`src/include/desc_table_consts.vh`:
```
// Constants for the descriptor table protection unit: APB offsets,
// descriptor field positions, type codes, exception vectors and reset values.
// Assumes a 32-bit APB bus and a 16-bit system memory read port.
`ifndef DESC_TABLE_CONSTS_VH
`define DESC_TABLE_CONSTS_VH

// APB register byte offsets
`define OFF_CMD 8'h00
`define OFF_SEL 8'h04
`define OFF_CTRL 8'h08
`define OFF_OPER_LIMIT 8'h0C
`define OFF_OPER_BASE 8'h10
`define OFF_STATUS 8'h14
`define OFF_GT_BASE 8'h18
`define OFF_GT_LIMIT 8'h1C
`define OFF_LT_BASE 8'h20
`define OFF_LT_LIMIT 8'h24
`define OFF_GATE_OFS 8'h28
`define OFF_GATE_INFO 8'h2C

// Commands written to CMD[1:0], segment number in CMD[3:2]
`define OP_LOAD_SEG 2'h0
`define OP_LOAD_GT 2'h1
`define OP_LOAD_LT 2'h2
`define OP_GATE 2'h3

// Selector fields
`define SEL_RPL_LSB 0
`define SEL_TI_BIT 2
`define SEL_IDX_LSB 3

// Access byte and gate word count fields, inside descriptor word 2
`define ACC_P_BIT 15
`define ACC_DPL_LSB 13
`define ACC_S_BIT 12
`define ACC_E_BIT 11
`define ACC_TYPE_LSB 8
`define GATE_WC_LSB 0

// Type codes of system control descriptors
`define TYPE_TSS_AVAIL 3'h1
`define TYPE_LOCAL_TABLE 3'h2
`define TYPE_TSS_BUSY 3'h3
`define TYPE_CALL_GATE 3'h4
`define TYPE_TASK_GATE 3'h5
`define TYPE_INT_GATE 3'h6
`define TYPE_TRAP_GATE 3'h7

// Exception vectors
`define EXC_NOT_PRESENT 8'h0B
`define EXC_GENERAL 8'h0D

// Geometry and reset values
`define ENTRY_BYTES 24'h00_0008
`define DESC_WORDS 3'h4
`define RST_BASE 24'h00_0000
`define RST_LIMIT 16'h0000
`define RST_IF 1'b1

`endif

```
`src/core/desc_table_unit.v`:
```
// Descriptor table protection unit: table registers, selector lookup,
// system and gate descriptor decode, and four hidden segment caches.
// Assumes a memory port that holds each read until a one-cycle ack,
// and an APB master that never issues a command while busy is set.
//
// The implementer's own choices: the address map and the APB slave port.
`timescale 1ns/100ps
`include "desc_table_consts.vh"

module desc_table_unit #(
  parameter ADDR_W = 24,
  parameter NSEG = 4
) (
  // Clock and reset
  input wire i_clk,
  input wire i_reset_n,
  // APB slave
  input wire i_psel,
  input wire i_penable,
  input wire i_pwrite,
  input wire [7:0] i_paddr,
  input wire [31:0] i_pwdata,
  output wire o_pready,
  output wire o_pslverr,
  output reg [31:0] o_prdata,
  // System memory read port
  output reg o_mem_req,
  output reg o_mem_lock,
  output reg [ADDR_W-1:0] o_mem_addr,
  input wire i_mem_ack,
  input wire [15:0] i_mem_rdata,
  // Segment reference port
  input wire [1:0] i_ref_seg,
  input wire [15:0] i_ref_off,
  output reg [ADDR_W-1:0] o_ref_addr,
  output reg o_ref_fault,
  // Flags toward the execution unit
  output wire o_if_flag,
  output wire o_busy
);

  localparam S_IDLE = 2'h0;
  localparam S_RD = 2'h1;
  localparam S_EVAL = 2'h2;

  reg [1:0] state_q;
  reg phase_q;
  reg [1:0] op_q;
  reg [1:0] seg_q;
  reg [15:0] sel_q;
  reg [1:0] cpl_q;
  reg if_q;
  reg [15:0] oper_limit_q;
  reg [23:0] oper_base_q;
  reg [23:0] gt_base_q;
  reg [15:0] gt_limit_q;
  reg [23:0] lt_base_q;
  reg [15:0] lt_limit_q;
  reg [15:0] desc_q [0:2];
  reg [2:0] wcnt_q;
  reg done_q;
  reg fault_q;
  reg [7:0] vec_q;
  reg [2:0] gtype_q;
  reg [15:0] gofs_q;
  reg [15:0] gsel_q;
  reg [15:0] entry_q;
  reg [4:0] copy_q;
  reg [23:0] cbase_q [0:NSEG-1];
  reg [15:0] climit_q [0:NSEG-1];
  reg [NSEG-1:0] cvalid_q;

  // Table lookup: {outside_limit, entry_address}
  function [24:0] lookup;
    input [15:0] sel;
    input [23:0] gbase;
    input [15:0] glimit;
    input [23:0] lbase;
    input [15:0] llimit;
    reg [23:0] base;
    reg [16:0] last;
    reg [15:0] lim;
    begin
      base = sel[`SEL_TI_BIT] ? lbase : gbase;
      lim = sel[`SEL_TI_BIT] ? llimit : glimit;
      // 13-bit index, eight bytes per entry
      last = {1'b0, sel[15:`SEL_IDX_LSB], 3'b111};
      lookup[24] = (last > {1'b0, lim});
      lookup[23:0] = base + {8'h00, sel[15:`SEL_IDX_LSB], 3'b000};
    end
  endfunction

  wire [24:0] sel_look = lookup(sel_q, gt_base_q, gt_limit_q, lt_base_q, lt_limit_q);
  wire [24:0] gate_look = lookup(desc_q[1], gt_base_q, gt_limit_q, lt_base_q, lt_limit_q);

  // Decoded access byte of the descriptor just fetched
  wire [15:0] acc_w = desc_q[2];
  wire acc_p = acc_w[`ACC_P_BIT];
  wire [1:0] acc_dpl = acc_w[`ACC_DPL_LSB+1:`ACC_DPL_LSB];
  wire acc_sys = ~acc_w[`ACC_S_BIT];
  wire acc_code = acc_w[`ACC_S_BIT] & acc_w[`ACC_E_BIT];
  wire [3:0] acc_type = acc_w[`ACC_TYPE_LSB+3:`ACC_TYPE_LSB];
  wire is_gate = acc_sys & (acc_type[3:2] == 2'b01);
  wire is_tss = acc_sys & ((acc_type == {1'b0, `TYPE_TSS_AVAIL})
    | (acc_type == {1'b0, `TYPE_TSS_BUSY}));
  wire is_lt = acc_sys & (acc_type == {1'b0, `TYPE_LOCAL_TABLE});
  wire [2:0] gtype_w = acc_type[2:0];
  // Global table refuses interrupt/trap gates; local table only call/task gates
  wire gate_bad_tbl = sel_q[`SEL_TI_BIT]
    ? ~((gtype_w == `TYPE_CALL_GATE) | (gtype_w == `TYPE_TASK_GATE))
    : ((gtype_w == `TYPE_INT_GATE) | (gtype_w == `TYPE_TRAP_GATE));

  // APB: zero-wait, read data captured during the setup phase
  wire setup = i_psel & ~i_penable;
  wire wr_acc = i_psel & i_penable & i_pwrite;
  reg mapped;
  reg [31:0] rd_mux;

  always @*
  begin
    mapped = 1'b1;
    rd_mux = 32'h0000_0000;
    case (i_paddr)
      `OFF_CMD: rd_mux = {28'h000_0000, seg_q, op_q};
      `OFF_SEL: rd_mux = {16'h0000, sel_q};
      `OFF_CTRL: rd_mux = {23'h00_0000, if_q, 6'h00, cpl_q};
      `OFF_OPER_LIMIT: rd_mux = {16'h0000, oper_limit_q};
      `OFF_OPER_BASE: rd_mux = {8'h00, oper_base_q};
      `OFF_STATUS: rd_mux = {16'h0000, vec_q, 4'h0, fault_q, done_q, 1'b0, o_busy};
      `OFF_GT_BASE: rd_mux = {8'h00, gt_base_q};
      `OFF_GT_LIMIT: rd_mux = {16'h0000, gt_limit_q};
      `OFF_LT_BASE: rd_mux = {8'h00, lt_base_q};
      `OFF_LT_LIMIT: rd_mux = {16'h0000, lt_limit_q};
      `OFF_GATE_OFS: rd_mux = {16'h0000, entry_q};
      `OFF_GATE_INFO: rd_mux = {8'h00, copy_q, gtype_q, gsel_q};
      default: mapped = 1'b0;
    endcase
  end

  reg slverr_q;
  assign o_pready = 1'b1;
  assign o_pslverr = i_psel & i_penable & slverr_q;
  assign o_busy = (state_q != S_IDLE);
  assign o_if_flag = if_q;

  always @(posedge i_clk)
  begin
    if (!i_reset_n)
    begin
      o_prdata <= 32'h0000_0000;
      slverr_q <= 1'b0;
    end
    else if (setup)
    begin
      o_prdata <= i_pwrite ? 32'h0000_0000 : rd_mux;
      slverr_q <= ~mapped;
    end
  end

  // Software-writable operand and privilege registers
  wire cmd_wr = wr_acc & (i_paddr == `OFF_CMD) & ~o_busy;
  reg if_clr;

  always @(posedge i_clk)
  begin
    if (!i_reset_n)
    begin
      sel_q <= 16'h0000;
      cpl_q <= 2'h0;
      oper_limit_q <= `RST_LIMIT;
      oper_base_q <= `RST_BASE;
      if_q <= `RST_IF;
    end
    else
    begin
      if (wr_acc & (i_paddr == `OFF_SEL) & ~o_busy)
        sel_q <= i_pwdata[15:0];
      if (wr_acc & (i_paddr == `OFF_OPER_LIMIT))
        oper_limit_q <= i_pwdata[15:0];
      if (wr_acc & (i_paddr == `OFF_OPER_BASE))
        oper_base_q <= i_pwdata[23:0];
      if (wr_acc & (i_paddr == `OFF_CTRL))
      begin
        cpl_q <= i_pwdata[1:0];
        if_q <= i_pwdata[8];
      end
      // Hardware clear wins over a software write in the same cycle
      if (if_clr)
        if_q <= 1'b0;
    end
  end

  // Segment reference translation, fed only from the caches
  always @(posedge i_clk)
  begin
    if (!i_reset_n)
    begin
      o_ref_addr <= 24'h00_0000;
      o_ref_fault <= 1'b0;
    end
    else
    begin
      o_ref_addr <= cbase_q[i_ref_seg] + {8'h00, i_ref_off};
      o_ref_fault <= ~cvalid_q[i_ref_seg] | (i_ref_off > climit_q[i_ref_seg]);
    end
  end

  // Command engine
  integer k;

  always @(posedge i_clk)
  begin
    if_clr <= 1'b0;
    if (!i_reset_n)
    begin
      state_q <= S_IDLE;
      phase_q <= 1'b0;
      op_q <= `OP_LOAD_SEG;
      seg_q <= 2'h0;
      gt_base_q <= `RST_BASE;
      gt_limit_q <= `RST_LIMIT;
      lt_base_q <= `RST_BASE;
      lt_limit_q <= `RST_LIMIT;
      wcnt_q <= 3'h0;
      done_q <= 1'b0;
      fault_q <= 1'b0;
      vec_q <= 8'h00;
      gtype_q <= 3'h0;
      gofs_q <= 16'h0000;
      gsel_q <= 16'h0000;
      entry_q <= 16'h0000;
      copy_q <= 5'h00;
      cvalid_q <= {NSEG{1'b0}};
      o_mem_req <= 1'b0;
      o_mem_lock <= 1'b0;
      o_mem_addr <= {ADDR_W{1'b0}};
      if_clr <= 1'b0;
      for (k = 0; k < 3; k = k + 1)
        desc_q[k] <= 16'h0000;
      for (k = 0; k < NSEG; k = k + 1)
      begin
        cbase_q[k] <= `RST_BASE;
        climit_q[k] <= `RST_LIMIT;
      end
    end
    else
    begin
      case (state_q)
        S_IDLE:
        begin
          if (cmd_wr)
          begin
            op_q <= i_pwdata[1:0];
            seg_q <= i_pwdata[3:2];
            done_q <= 1'b0;
            fault_q <= 1'b0;
            vec_q <= 8'h00;
            phase_q <= 1'b0;
            if ((i_pwdata[1:0] == `OP_LOAD_GT) | (i_pwdata[1:0] == `OP_LOAD_LT))
            begin
              if (cpl_q != 2'h0)
              begin
                fault_q <= 1'b1;
                vec_q <= `EXC_GENERAL;
                done_q <= 1'b1;
              end
              else if (i_pwdata[1:0] == `OP_LOAD_GT)
              begin
                gt_limit_q <= oper_limit_q;
                gt_base_q <= oper_base_q;
                done_q <= 1'b1;
              end
              else if (sel_q[`SEL_TI_BIT] | sel_look[24])
              begin
                // A local table descriptor must itself live in the global table
                fault_q <= 1'b1;
                vec_q <= `EXC_GENERAL;
                done_q <= 1'b1;
              end
              else
              begin
                o_mem_addr <= sel_look[23:0];
                state_q <= S_RD;
              end
            end
            else if (sel_look[24])
            begin
              fault_q <= 1'b1;
              vec_q <= `EXC_GENERAL;
              done_q <= 1'b1;
            end
            else
            begin
              o_mem_addr <= sel_look[23:0];
              state_q <= S_RD;
            end
            wcnt_q <= 3'h0;
          end
        end
        S_RD:
        begin
          // Lock covers all four words so no other master splits the entry
          o_mem_req <= 1'b1;
          o_mem_lock <= 1'b1;
          if (o_mem_req & i_mem_ack)
          begin
            if (wcnt_q < 3'h3)
              desc_q[wcnt_q[1:0]] <= i_mem_rdata;
            wcnt_q <= wcnt_q + 3'h1;
            o_mem_addr <= o_mem_addr + 24'h00_0002;
            if (wcnt_q == `DESC_WORDS - 3'h1)
            begin
              o_mem_req <= 1'b0;
              o_mem_lock <= 1'b0;
              state_q <= S_EVAL;
            end
            else
              o_mem_req <= 1'b0;
          end
        end
        S_EVAL:
        begin
          state_q <= S_IDLE;
          done_q <= 1'b1;
          vec_q <= `EXC_GENERAL;
          fault_q <= 1'b1;
          if (!phase_q)
          begin
            case (op_q)
              `OP_LOAD_SEG:
              begin
                if (acc_sys)
                  vec_q <= `EXC_GENERAL;
                else if (!acc_p)
                  vec_q <= `EXC_NOT_PRESENT;
                else
                begin
                  fault_q <= 1'b0;
                  vec_q <= 8'h00;
                  cbase_q[seg_q] <= {desc_q[2][7:0], desc_q[1]};
                  climit_q[seg_q] <= desc_q[0];
                  cvalid_q[seg_q] <= 1'b1;
                end
              end
              `OP_LOAD_LT:
              begin
                // Privilege field of a local table descriptor is not examined
                if (!is_lt)
                  vec_q <= `EXC_GENERAL;
                else if (!acc_p)
                  vec_q <= `EXC_NOT_PRESENT;
                else
                begin
                  fault_q <= 1'b0;
                  vec_q <= 8'h00;
                  lt_base_q <= {desc_q[2][7:0], desc_q[1]};
                  lt_limit_q <= desc_q[0];
                end
              end
              default:
              begin
                if (!is_gate | gate_bad_tbl)
                  vec_q <= `EXC_GENERAL;
                else if (!acc_p)
                  vec_q <= `EXC_NOT_PRESENT;
                else if (gate_look[24])
                  vec_q <= `EXC_GENERAL;
                else
                begin
                  fault_q <= 1'b0;
                  vec_q <= 8'h00;
                  done_q <= 1'b0;
                  gtype_q <= gtype_w;
                  gofs_q <= desc_q[0];
                  gsel_q <= desc_q[1];
                  copy_q <= desc_q[2][`GATE_WC_LSB+4:`GATE_WC_LSB];
                  o_mem_addr <= gate_look[23:0];
                  wcnt_q <= 3'h0;
                  phase_q <= 1'b1;
                  state_q <= S_RD;
                end
              end
            endcase
          end
          else if (gtype_q == `TYPE_TASK_GATE)
          begin
            if (!is_tss)
              vec_q <= `EXC_GENERAL;
            else if (acc_dpl < cpl_q)
              vec_q <= `EXC_GENERAL;
            else if (!acc_p)
              vec_q <= `EXC_NOT_PRESENT;
            else
            begin
              fault_q <= 1'b0;
              vec_q <= 8'h00;
              entry_q <= 16'h0000;
              copy_q <= 5'h00;
            end
          end
          else
          begin
            if (!acc_code)
              vec_q <= `EXC_GENERAL;
            else if (!acc_p)
              vec_q <= `EXC_NOT_PRESENT;
            else
            begin
              fault_q <= 1'b0;
              vec_q <= 8'h00;
              entry_q <= gofs_q;
              // Word count matters only for a call gate that changes level
              if ((gtype_q != `TYPE_CALL_GATE) | (acc_dpl == cpl_q))
                copy_q <= 5'h00;
              if (gtype_q == `TYPE_INT_GATE)
                if_clr <= 1'b1;
            end
          end
        end
        default: state_q <= S_IDLE;
      endcase
    end
  end

endmodule // desc_table_unit

```
`config.mk`:
```
export PLATFORM = sky130hd
export DESIGN_NAME = desc_table_unit
export DESIGN_NICKNAME = d
export VERILOG_FILES = /design/src/core/desc_table_unit.v
export VERILOG_INCLUDE_DIRS = /design/src /design/src/include
export SDC_FILE = /design/constraint.sdc
export NUM_CORES = 1
export LEC_CHECK = 0
export BUFFER_PORTS_ARGS = -buffer_cell sky130_fd_sc_hd__buf_2
export CORE_MARGIN = 5
export CORE_UTILIZATION = 55
export DETAILED_ROUTE_END_ITERATION = 8
export PLACE_DENSITY = 0.73
export SYNTH_ARGS = -nofsm -noshare
export SYNTH_HDL_FRONTEND = slang
export SYNTH_SLANG_ARGS = --single-unit
```
`constraint.sdc`:
```
create_clock -name i_clk -period 6.8 [get_ports i_clk]
set_input_delay 1.7 -clock i_clk [delete_from_list [all_inputs] [get_ports i_clk]]
set_output_delay 1.7 -clock i_clk [all_outputs]
set_load 0.03 [all_outputs]
```
* Word-level counts from Yosys, hierarchy flattened
Memory sizes are Yosys's and may differ from the RTL's.
Cells that the tools add are included.
** Cells by class
- Bitwise gates (word level) :: 40
- Multiplexer cells :: 145
- Eq/ne operators :: 50
- $lt $le $gt $ge :: 8
- Reduce and logical (&&, ||, !) cells :: 31
- $add $sub $neg :: 5
** Operators by type and width (number)
- $mux 24 :: 15
- $pmux 24 s12 :: 1
- $mux 16 :: 10
- $add 24x16->24 :: 3
- $pmux 24 s3 :: 1
- $mux 1 :: 60
- $mux 5 :: 12
- $mux 8 :: 7
- $gt 16x16->1 :: 3
- $mux 4 :: 10
- $eq 8x5->1 const B :: 4
- $eq 8x6->1 const B :: 4
- $mux 32 :: 1
- $pmux 8 s2 :: 2
- $reduce_or 16->1 :: 2
- $add 24x2->24 const B :: 1
- $ne 2x2->1 const B :: 12
- $reduce_or 24->1 :: 1
- $mux 2 :: 11
- $mux 3 :: 7
- $ne 3x3->1 const B :: 7
- $eq 3x3->1 const B :: 6
- $and 1x1->1 :: 16
- $eq 8x4->1 const B :: 2
- other kinds (38) :: 81
** Storage, ports and cells
- Logic and storage cells :: 313
- Memories kept :: 3
- Output and inout port bits :: 87
- Input bits :: 80
- Bits in writable memories :: 208
- Bits in registers :: 304
** Memory list
- cbase_q :: depth 4, bits a word 24, read ports 1, clocked after Yosys merged registers in 0, wr ports 4, RTL line desc_table_unit.v:69 : reg [23:0] cbase_q [0:NSEG-1];
- climit_q :: depth 4, bits a word 16, read ports 1, clocked after Yosys merged registers in 0, wr ports 4, RTL line desc_table_unit.v:70 : reg [15:0] climit_q [0:NSEG-1];
- desc_q :: depth 3, bits a word 16, read ports 3, clocked after Yosys merged registers in 0, wr ports 3, RTL line desc_table_unit.v:59 : reg [15:0] desc_q [0:2];

* Longest topological paths before layout
Gate-level depths: netlist (run 1).
An unclocked memory read counts as a cell.
- Depth in word-level cells :: 10
- Gate-level depth with buffers :: 17
- Depth with buffers taken out :: 13

* Worst setup path after synthesis (run 1)
No wires, ideal clock.
- Path kind :: in2reg
- From :: input i_ref_seg[0]
- To :: register o_ref_addr[23]
- Cell stages on the path :: 14
- Library setup time :: 0.128 ns
- Buffers on the path :: 3
- Required time :: 6.672 ns
- Data arrival time :: 5.356 ns
- Path slack :: 1.317 ns
- Path through :: clkbuf_1 buf_2 buf_1 mux4_2 ha_1 a21o_1 a21o_1 a2111o_1 nand3_1 a21oi_1 or2_2 o311ai_0 xor2_1 nor2_1
** Between the ends
- Word-level cells in the longest chain between the ends :: 2
** RTL lines
- from (decl) :: RTL line desc_table_unit.v:33 : input wire [1:0] i_ref_seg,
- $mem_v2 4x24
- $add 24x16->24 :: RTL line desc_table_unit.v:203 : o_ref_addr <= cbase_q[i_ref_seg] + {8'h00, i_ref_off};
- to (signal assigned) :: RTL line desc_table_unit.v:203
- to (decl) :: RTL line desc_table_unit.v:35 : output reg [ADDR_W-1:0] o_ref_addr,
No other way between the ends.
A chain may end at the register's enable or synchronous reset.

* Worst setup path in the final report (run 1)
- From :: register sel_q[2]
- To :: register o_mem_addr[15]
** Between the ends
- Word-level cells in the longest chain between the ends :: 8
- Elaborated cells between the ends (all ways) :: 18
- Those cells by class :: add/sub: 1; order compare: 1; eq/ne: 3; mux: 10; bitwise: 2; reduce/logical: 1
** RTL lines
- from (decl) :: RTL line desc_table_unit.v:50 : reg [15:0] sel_q;
- from (signal assigned) :: RTL line desc_table_unit.v:177 : sel_q <= i_pwdata[15:0];
- $mux 24 :: RTL line desc_table_unit.v:84 : base = sel[`SEL_TI_BIT] ? lbase : gbase;
- $add 24x16->24 :: RTL line desc_table_unit.v:89 : lookup[23:0] = base + {8'h00, sel[15:`SEL_IDX_LSB], 3'b000};
- $mux 24 :: RTL line desc_table_unit.v:273 : else if (sel_q[`SEL_TI_BIT] | sel_look[24])
- $mux 24 :: RTL line desc_table_unit.v:267 : else if (i_pwdata[1:0] == `OP_LOAD_GT)
- $mux 24 :: RTL line desc_table_unit.v:261 : if (cpl_q != 2'h0)
- $mux 24 :: RTL line desc_table_unit.v:259 : if ((i_pwdata[1:0] == `OP_LOAD_GT) | (i_pwdata[1:0] == `OP_LOAD_LT))
- $mux 24 :: RTL line desc_table_unit.v:251 : if (cmd_wr)
- $pmux 24 s3 :: RTL line desc_table_unit.v:248 : case (state_q)
- to (signal assigned) :: RTL line desc_table_unit.v:236 : o_mem_addr <= {ADDR_W{1'b0}};
- to (signal assigned) :: RTL line desc_table_unit.v:282 : o_mem_addr <= sel_look[23:0];
- to (signal assigned) :: RTL line desc_table_unit.v:294 : o_mem_addr <= sel_look[23:0];
- to (decl) :: RTL line desc_table_unit.v:29 : output reg [ADDR_W-1:0] o_mem_addr,
Several ways; a longest one is shown, not always the timed one. The select of a mux whose other input is x is not followed.

==> out/metrics.yaml, run 1 <==
grt_pass1_vias: 19540
rows: 78
antenna_cells: 0
yosys.cell_types.count: 80
dpl.cell_count: 3206
worstRegToRegCells: 12
ant_nets: 0
gp_congestion: 0.9583
setup_tns_ns: 0
min_to: "o_if_flag"
ir_worst_vdd_uv: 208.2
layout_common_cells: "nand2_1, dfxtp_1, a21oi_1"
area_delta_synth_final_pct: 11.45
numPortBuffers: 149
drive_gt1_share_pct: 14.03
die_area_um2: 49800
io_pins: 167
drt_first_pass_iters: 7
clk_pin_slew_worst_paths_ns: 0.06
floorplan.initialDensity_pct: 55.31
drc: 0
layout_commonest_cell: "nand2_1"
fmax_ghz: 0.2158
drv_cap: 0
cts-buffers-inserted: 52
critPathLaunchType: "flip-flop"
ys_ff_latch: 498
routed_via_density: 6.244
p_int_mw: 5.183
cts-root-buf: "clkbuf_16"
switching_share_pct: 27.23
hold_class: "reg -> reg"
p_leak_nw: 10.86
clockPowerShare_pct: 39.9
worstPathMaxFanout: 34
post-route-min-period_ns: 4.635
die_w_um: 223.2
worstSetupPathType: "reg -> reg"
nets: 2840
hold_viol_final: 0
grt_pass1_wl_um: 116300
via_count: 20612
setup_viol: 0
worstPathRequired_ns: 7.28
drv_slew: 0
seq_area_frac_synth_pct: 48.23
syn_area_um2: 24990
tightestPinTransition_ns: 1.115
netSwitchingPower_mw: 1.939
max-slew-margin-rel_pct: 25.40
htreeDepth: 2
die_height_um: 223.2
postCtsSetupRepairBufs: 0
synthFlopType: "dfxtp_1"
finalWirelength_um: 76590
cts.sinks: 498
endpoint_kind: "flip-flop"
cts_hold_buf: 0
worst_setup_path_startpoint: "sel_q[2]"
synth_edf_count: 208
antenna_found_initial: 0
avgSynthCellArea_um2: 9.641
min_path_cells: 1
wl_per_cell_um: 23.20
post_cts_resized: 0
clock_skew_ns: 0.01720
cts_buffer_depth: 3
r2r_setup_slack_ns: 2.17
outcome: "completed"
cts_tree: "yes"
yosysWarnings: 0
dp_hpwl_um: 54500
rr_endpoint: "o_mem_addr[15]"
ys_async_sr_fraction_pct: 0
clock_latency_ns: 0.60
core_um2: 45190
grt_max_degree: 95
powerDensity_nw_per_um2: 255.7
finalNonFillerCells: 3301
grtUsageTotal_pct: 29.73
seqPwrFrac_pct: 46.7
syn_inst: 2592
drtIter0Drc: 2147
rsz0062_at_grt: "false"
p_comb_share_pct: 13.4
overflow: 0
worstPathArrival_ns: 5.11
r2r_start: "sel_q[2]"
hold_path_startpoint: "if_clr"
finalCritPeriodShare_pct: 68.16
[metrics by stage]
| step | power, mW | utilization (%) | hold slack [ns] | setup WS, ns | instance area (um^2) |
|---|---|---|---|---|---|
| finish | 7.123 | 61.64 | 0.4388 | 2.165 | 27850 |
| global route | 7.348 | 61.64 | 0.4727 | 1.892 | 27850 |
| CTS | 7.140 | 61.64 | 0.4400 | 2.184 | 27850 |
| detailed placement | 4.329 | 57.85 | 0.4380 | 1.560 | 26140 |
| global placement | 4.306 | 57.85 | 0.4153 | 1.574 | 26140 |
| floorplan | 4.028 | - | 0.4004 | 1.317 | 25020 |
[state kept, by name (all words and copies together), names as in the netlist, 24 cells and up]
signal / cells
cbase_q: 96
climit_q: 64
desc_q: 48
gt_base_q: 24
lt_base_q: 24
o_mem_addr: 24
o_prdata: 24
o_ref_addr: 24
oper_base_q: 24
[power groups by stage]
stage	sequential, mW	combinational [mW]	clock [mW]
finish	3.33	0.955	2.84
global route	3.34	1.02	2.99
CTS	3.32	0.947	2.87
detailed placement	3.39	0.943	0
global placement	3.38	0.927	0
floorplan	3.46	0.570	0
[per-layer routing]
layer  GRT usage, %  wire length [um]
met1          40.66             30680
met2          45.87             34150
met3          4.092              6812
met4          16.52              4941
met5              0                 0
[kinds of logic (layout without fill, tap and decap cells)]
logic type,after synthesis,count (layout),share of synthesized area (%)
simple gates,978,978,18.46
compound gates,586,586,14.91
flops,498,498,48.23
buf+inv,237,339,3.775
mux,120,120,7.009
fa+ha+maj,100,100,5.097
xor+xnor,71,71,2.488
other cells,2,9,0.03005
[synth_stat cells (all sizes together) (6+ instances only)]
cell type / count / area [um^2]
nand3b: 6 / 45.04
nand3: 64 / 320.3
and2: 83 / 519.3
nand2: 435 / 1635
o21ai: 55 / 279.0
a221oi: 26 / 227.7
dfxtp: 290 / 5806
a31oi: 23 / 143.9
or2: 8 / 50.05
a222oi: 12 / 120.1
a21o: 31 / 232.7
a22o: 19 / 166.4
nor2b: 13 / 81.33
nor3: 23 / 115.1
mux2: 30 / 337.8
edfxtp: 208 / 6246
and3: 147 / 924.6
o22ai: 9 / 56.30
nand4: 13 / 81.33
a21oi: 286 / 1446
nand2b: 15 / 93.84
a221o: 8 / 80.08
a211oi: 14 / 130.1
o21a: 7 / 52.55
ha: 97 / 1214
buf: 30 / 166.4
a21boi: 7 / 52.55
mux4: 41 / 923.4
xor2: 32 / 280.3
a22oi: 41 / 307.8
inv: 58 / 217.7
clkbuf: 148 / 555.5
mux2i: 49 / 490.5
o211ai: 7 / 52.55
xnor2: 39 / 341.6
nor2: 146 / 555.5
[how the worst max path moves through the flow]
stage	endpoint	slack, ns	cells past startpoint
2_1_floorplan	o_ref_addr[23]	1.32	14
3_3_place_gp	o_ref_addr[23]	1.57	12
3_5_place_dp	o_ref_addr[23]	1.56	12
4_1_cts	o_ref_addr[23]	2.18	12
5_1_grt	o_ref_addr[19]	1.89	12
6_report	o_mem_addr[15]	2.17	12
[worst max-delay path: stages (launching register included)]
cell and delay [ns]:
dfxtp_2 0.89, buf_4 0.43, mux2i_1 0.23, ha_1 0.26, nor2b_1 0.13, o21ai_0 0.19
a21oi_1 0.12, a211oi_1 0.25, a21oi_1 0.21, or4_4 0.58, a21oi_4 0.77, o21ai_1 0.15
o221a_2 0.26
[area by class of cell]
cell class | count | area (um^2)
sequential | 498 | 12050
multi-input combinational | 1864 | 12090
clock buffer | 72 | 1500
timing repair buffer | 185 | 1016
fill | 3720 | 17340
inverter | 59 | 229.0
clock inverter | 23 | 209.0
tap | 600 | 750.7
(Power assumes the default switching activity.)
==> run 2, diff against run 1 <==
Settings changed: PLACE_DENSITY 0.73 to 0.76.
Clock period 6.8 ns to 4.25 ns, I/O delays scaled along.
==> run 2 against run 1 <==
Against the previous run:
- flip-flop and latch count unchanged
- die area unchanged
- worst hold slack worse by 0.0020 ns
- final cell count up 0.97%
- clock-buffer cell count up 3
- via count up 1.0%
- total power up 60%
- clock power up 58%
- sequential power up 60%
- routed wire length up 0.75%
- setup slack worse by 2.0 ns
- critical path type unchanged
- critical endpoint is now copy_q[4]
- largest cell class unchanged
- highest routed layer unchanged
==> out/metrics.yaml, run 2 (synthesized netlist as in run 1, its figures left out) <==
outcome: "completed"
worst_setup_path_startpoint: "desc_q[1][2]"
rr_endpoint: "copy_q[4]"
drv_slew: 0  # unchanged
max-slew-margin-rel_pct: 23.41  # -2.0 points
largest_reg_flops: 96  # unchanged
clk_pin_slew_worst_paths_ns: 0.06  # about the same
top_register: "cbase_q"
r2r_setup_slack_ns: 0.21  # -1.95 ns
fillerInstances: 3718  # -0.054%
crit_path_cell_trace: "buf_4 > mux2i_1 > ha_1 > a21oi_1 > a21boi_0 > a2111o_1 > a2111o_1 > or2_0 > a221o_1 > a22oi_1 > nor2_1"
grt_max_degree: 159  # +67%
hold_viol_final: 0  # unchanged
cts.sinks: 498  # unchanged
rsz0062_at_grt: "false"
post_cts_resized: 0  # unchanged
layout_setup_ws_ns: 0.2130  # -1.952 ns
reg_top3: "cbase_q x96, climit_q x64, desc_q x48"
ir_worst_vdd_uv: 311.8  # +50%
cp.depth: 11  # -1
ant_nets: 0  # unchanged
cts_tree: "yes"
die_w_um: 223.2  # unchanged
overflow: 0  # unchanged
die_area_um2: 49800  # unchanged
worstRegToRegCells: 11  # -1
drive_gt1_share_pct: 14.60  # +0.57 points
rows: 78  # unchanged
powerDensity_nw_per_um2: 405.2  # +58%
clock_latency_ns: 0.61  # about the same
dp_slack_ns: -0.03818  # -1.598 ns
critPathLaunchType: "flip-flop"
layout_commonest_cell: "nand2_1"
worstPathRequired_ns: 4.71  # -2.57 ns
p_leak_nw: 10.99  # +1.3%
wl_per_cell_um: 23.15  # -0.21%
crit_family: "compound AO/OA/AOI/OAI gates"
finalNonFillerCells: 3333  # +0.97%
cp_slowest_stage_delay_ns: 0.83  # -0.06 ns
core_um2: 45190  # unchanged
endpoint_kind: "flip-flop"
routed_via_density: 6.248  # about the same
htreeDepth: 2  # unchanged
r2r_start: "desc_q[1][2]"
setup_viol: 0  # unchanged
die_height_um: 223.2  # unchanged
cts-root-buf: "clkbuf_16"
antenna_found_initial: 2  # +2
drtIter0Drc: 2594  # +21%
worstPathArrival_ns: 4.50  # -0.61 ns
fmax_ghz: 0.2477  # +15%
dp_hpwl_um: 55240  # +1.4%
post-route-min-period_ns: 4.037  # -0.5976 ns
cts-buffers-inserted: 53  # +1.9%
cts_buffer_depth: 3  # unchanged
crit_path_end: "copy_q[4]"
grt_pass1_vias: 19784  # +1.2%
grtUsageTotal_pct: 29.95  # +0.22 points
clock_skew_ns: 0.02225  # +0.005048 ns
crit_top_cell: "a2111o_1"
finalWirelength_um: 77170  # +0.75%
gp_congestion: 1.001  # +4.5%
hold_class: "reg -> reg"
tightestPinTransition_ns: 1.149  # +0.03400 ns
io_pins: 167  # unchanged
dpl.cell_count: 3236  # +0.94%
cpMaxStageDelayCell: "edfxtp_1"
worstSetupPathType: "reg -> reg"
layout_common_cells: "nand2_1, dfxtp_1, a21oi_1"
drt_first_pass_iters: 6  # -1
grt_pass1_wl_um: 117100  # +0.71%
drv_cap: 0  # unchanged
nets: 2871  # +1.1%
cts_hold_buf: 0  # unchanged
via_count: 20823  # +1.0%
cp_num_buf_inv: 1  # unchanged
drc: 0  # unchanged
area_delta_synth_final_pct: 12.46
finalCritPeriodShare_pct: 94.99  # +27 points
floorplan.initialDensity_pct: 55.31  # unchanged
numPortBuffers: 149  # unchanged
postCtsSetupRepairBufs: 0  # unchanged
worstPathMaxFanout: 12  # -65%
[run 2: report_power, final]
part | leakage [nW] | switching (mW) | internal, mW
sequential | 4.49 | 0.165 | 5.15
clock | 0.811 | 1.92 | 2.58
combinational | 5.69 | 1.04 | 0.530
[run 2: how the worst min path moves through the flow]
stage | startpoint | end | slack, ns | cells after the start
after floorplan | if_clr | o_if_flag | 0.40 | 1
after global placement | if_clr | o_if_flag | 0.41 | 1
after detailed placement | if_clr | o_if_flag | 0.44 | 1
after CTS | if_clr | o_if_flag | 0.44 | 1
after global routing | gofs_q[13] | gofs_q[13] | 0.47 | 2
final | if_clr | o_if_flag | 0.44 | 1
[run 2: metrics by stage]
| step | hold slack [ns] | power (mW) | utilization [%] | setup TNS (ns) | instance area [um^2] |
|---|---|---|---|---|---|
| floorplan | 0.4004 | 6.447 | - | -58.40 | 25030 |
| global placement | 0.4097 | 6.924 | 58.53 | 0 | 26450 |
| finish | 0.4368 | 11.39 | 62.19 | 0 | 28100 |
| detailed placement | 0.4367 | 6.960 | 58.53 | -0.03818 | 26450 |
| global route | 0.4705 | 11.76 | 62.19 | 0 | 28100 |
| CTS | 0.4443 | 11.39 | 62.19 | 0 | 28100 |
[run 2: cell type report]
cell class | instances | area, um^2 | share of cell area (%)
multi-input cells | 1864 | 12080 | 43.00
well taps | 600 | 750.7 | 2.671
inverters | 59 | 229.0 | 0.8147
clock inverters | 21 | 193.9 | 0.6901
diodes | 1 | 2.502 | 0.008904
repair buffers | 215 | 1329 | 4.728
clock buffers | 75 | 1461 | 5.200
flip-flops and latches | 498 | 12050 | 42.89
[run 2: per-layer routing]
layer	wire length, um	track usage, %
met1	30830	40.91
met4	4770	16.30
met5	0	0
met3	6898	4.526
met2	34670	46.16
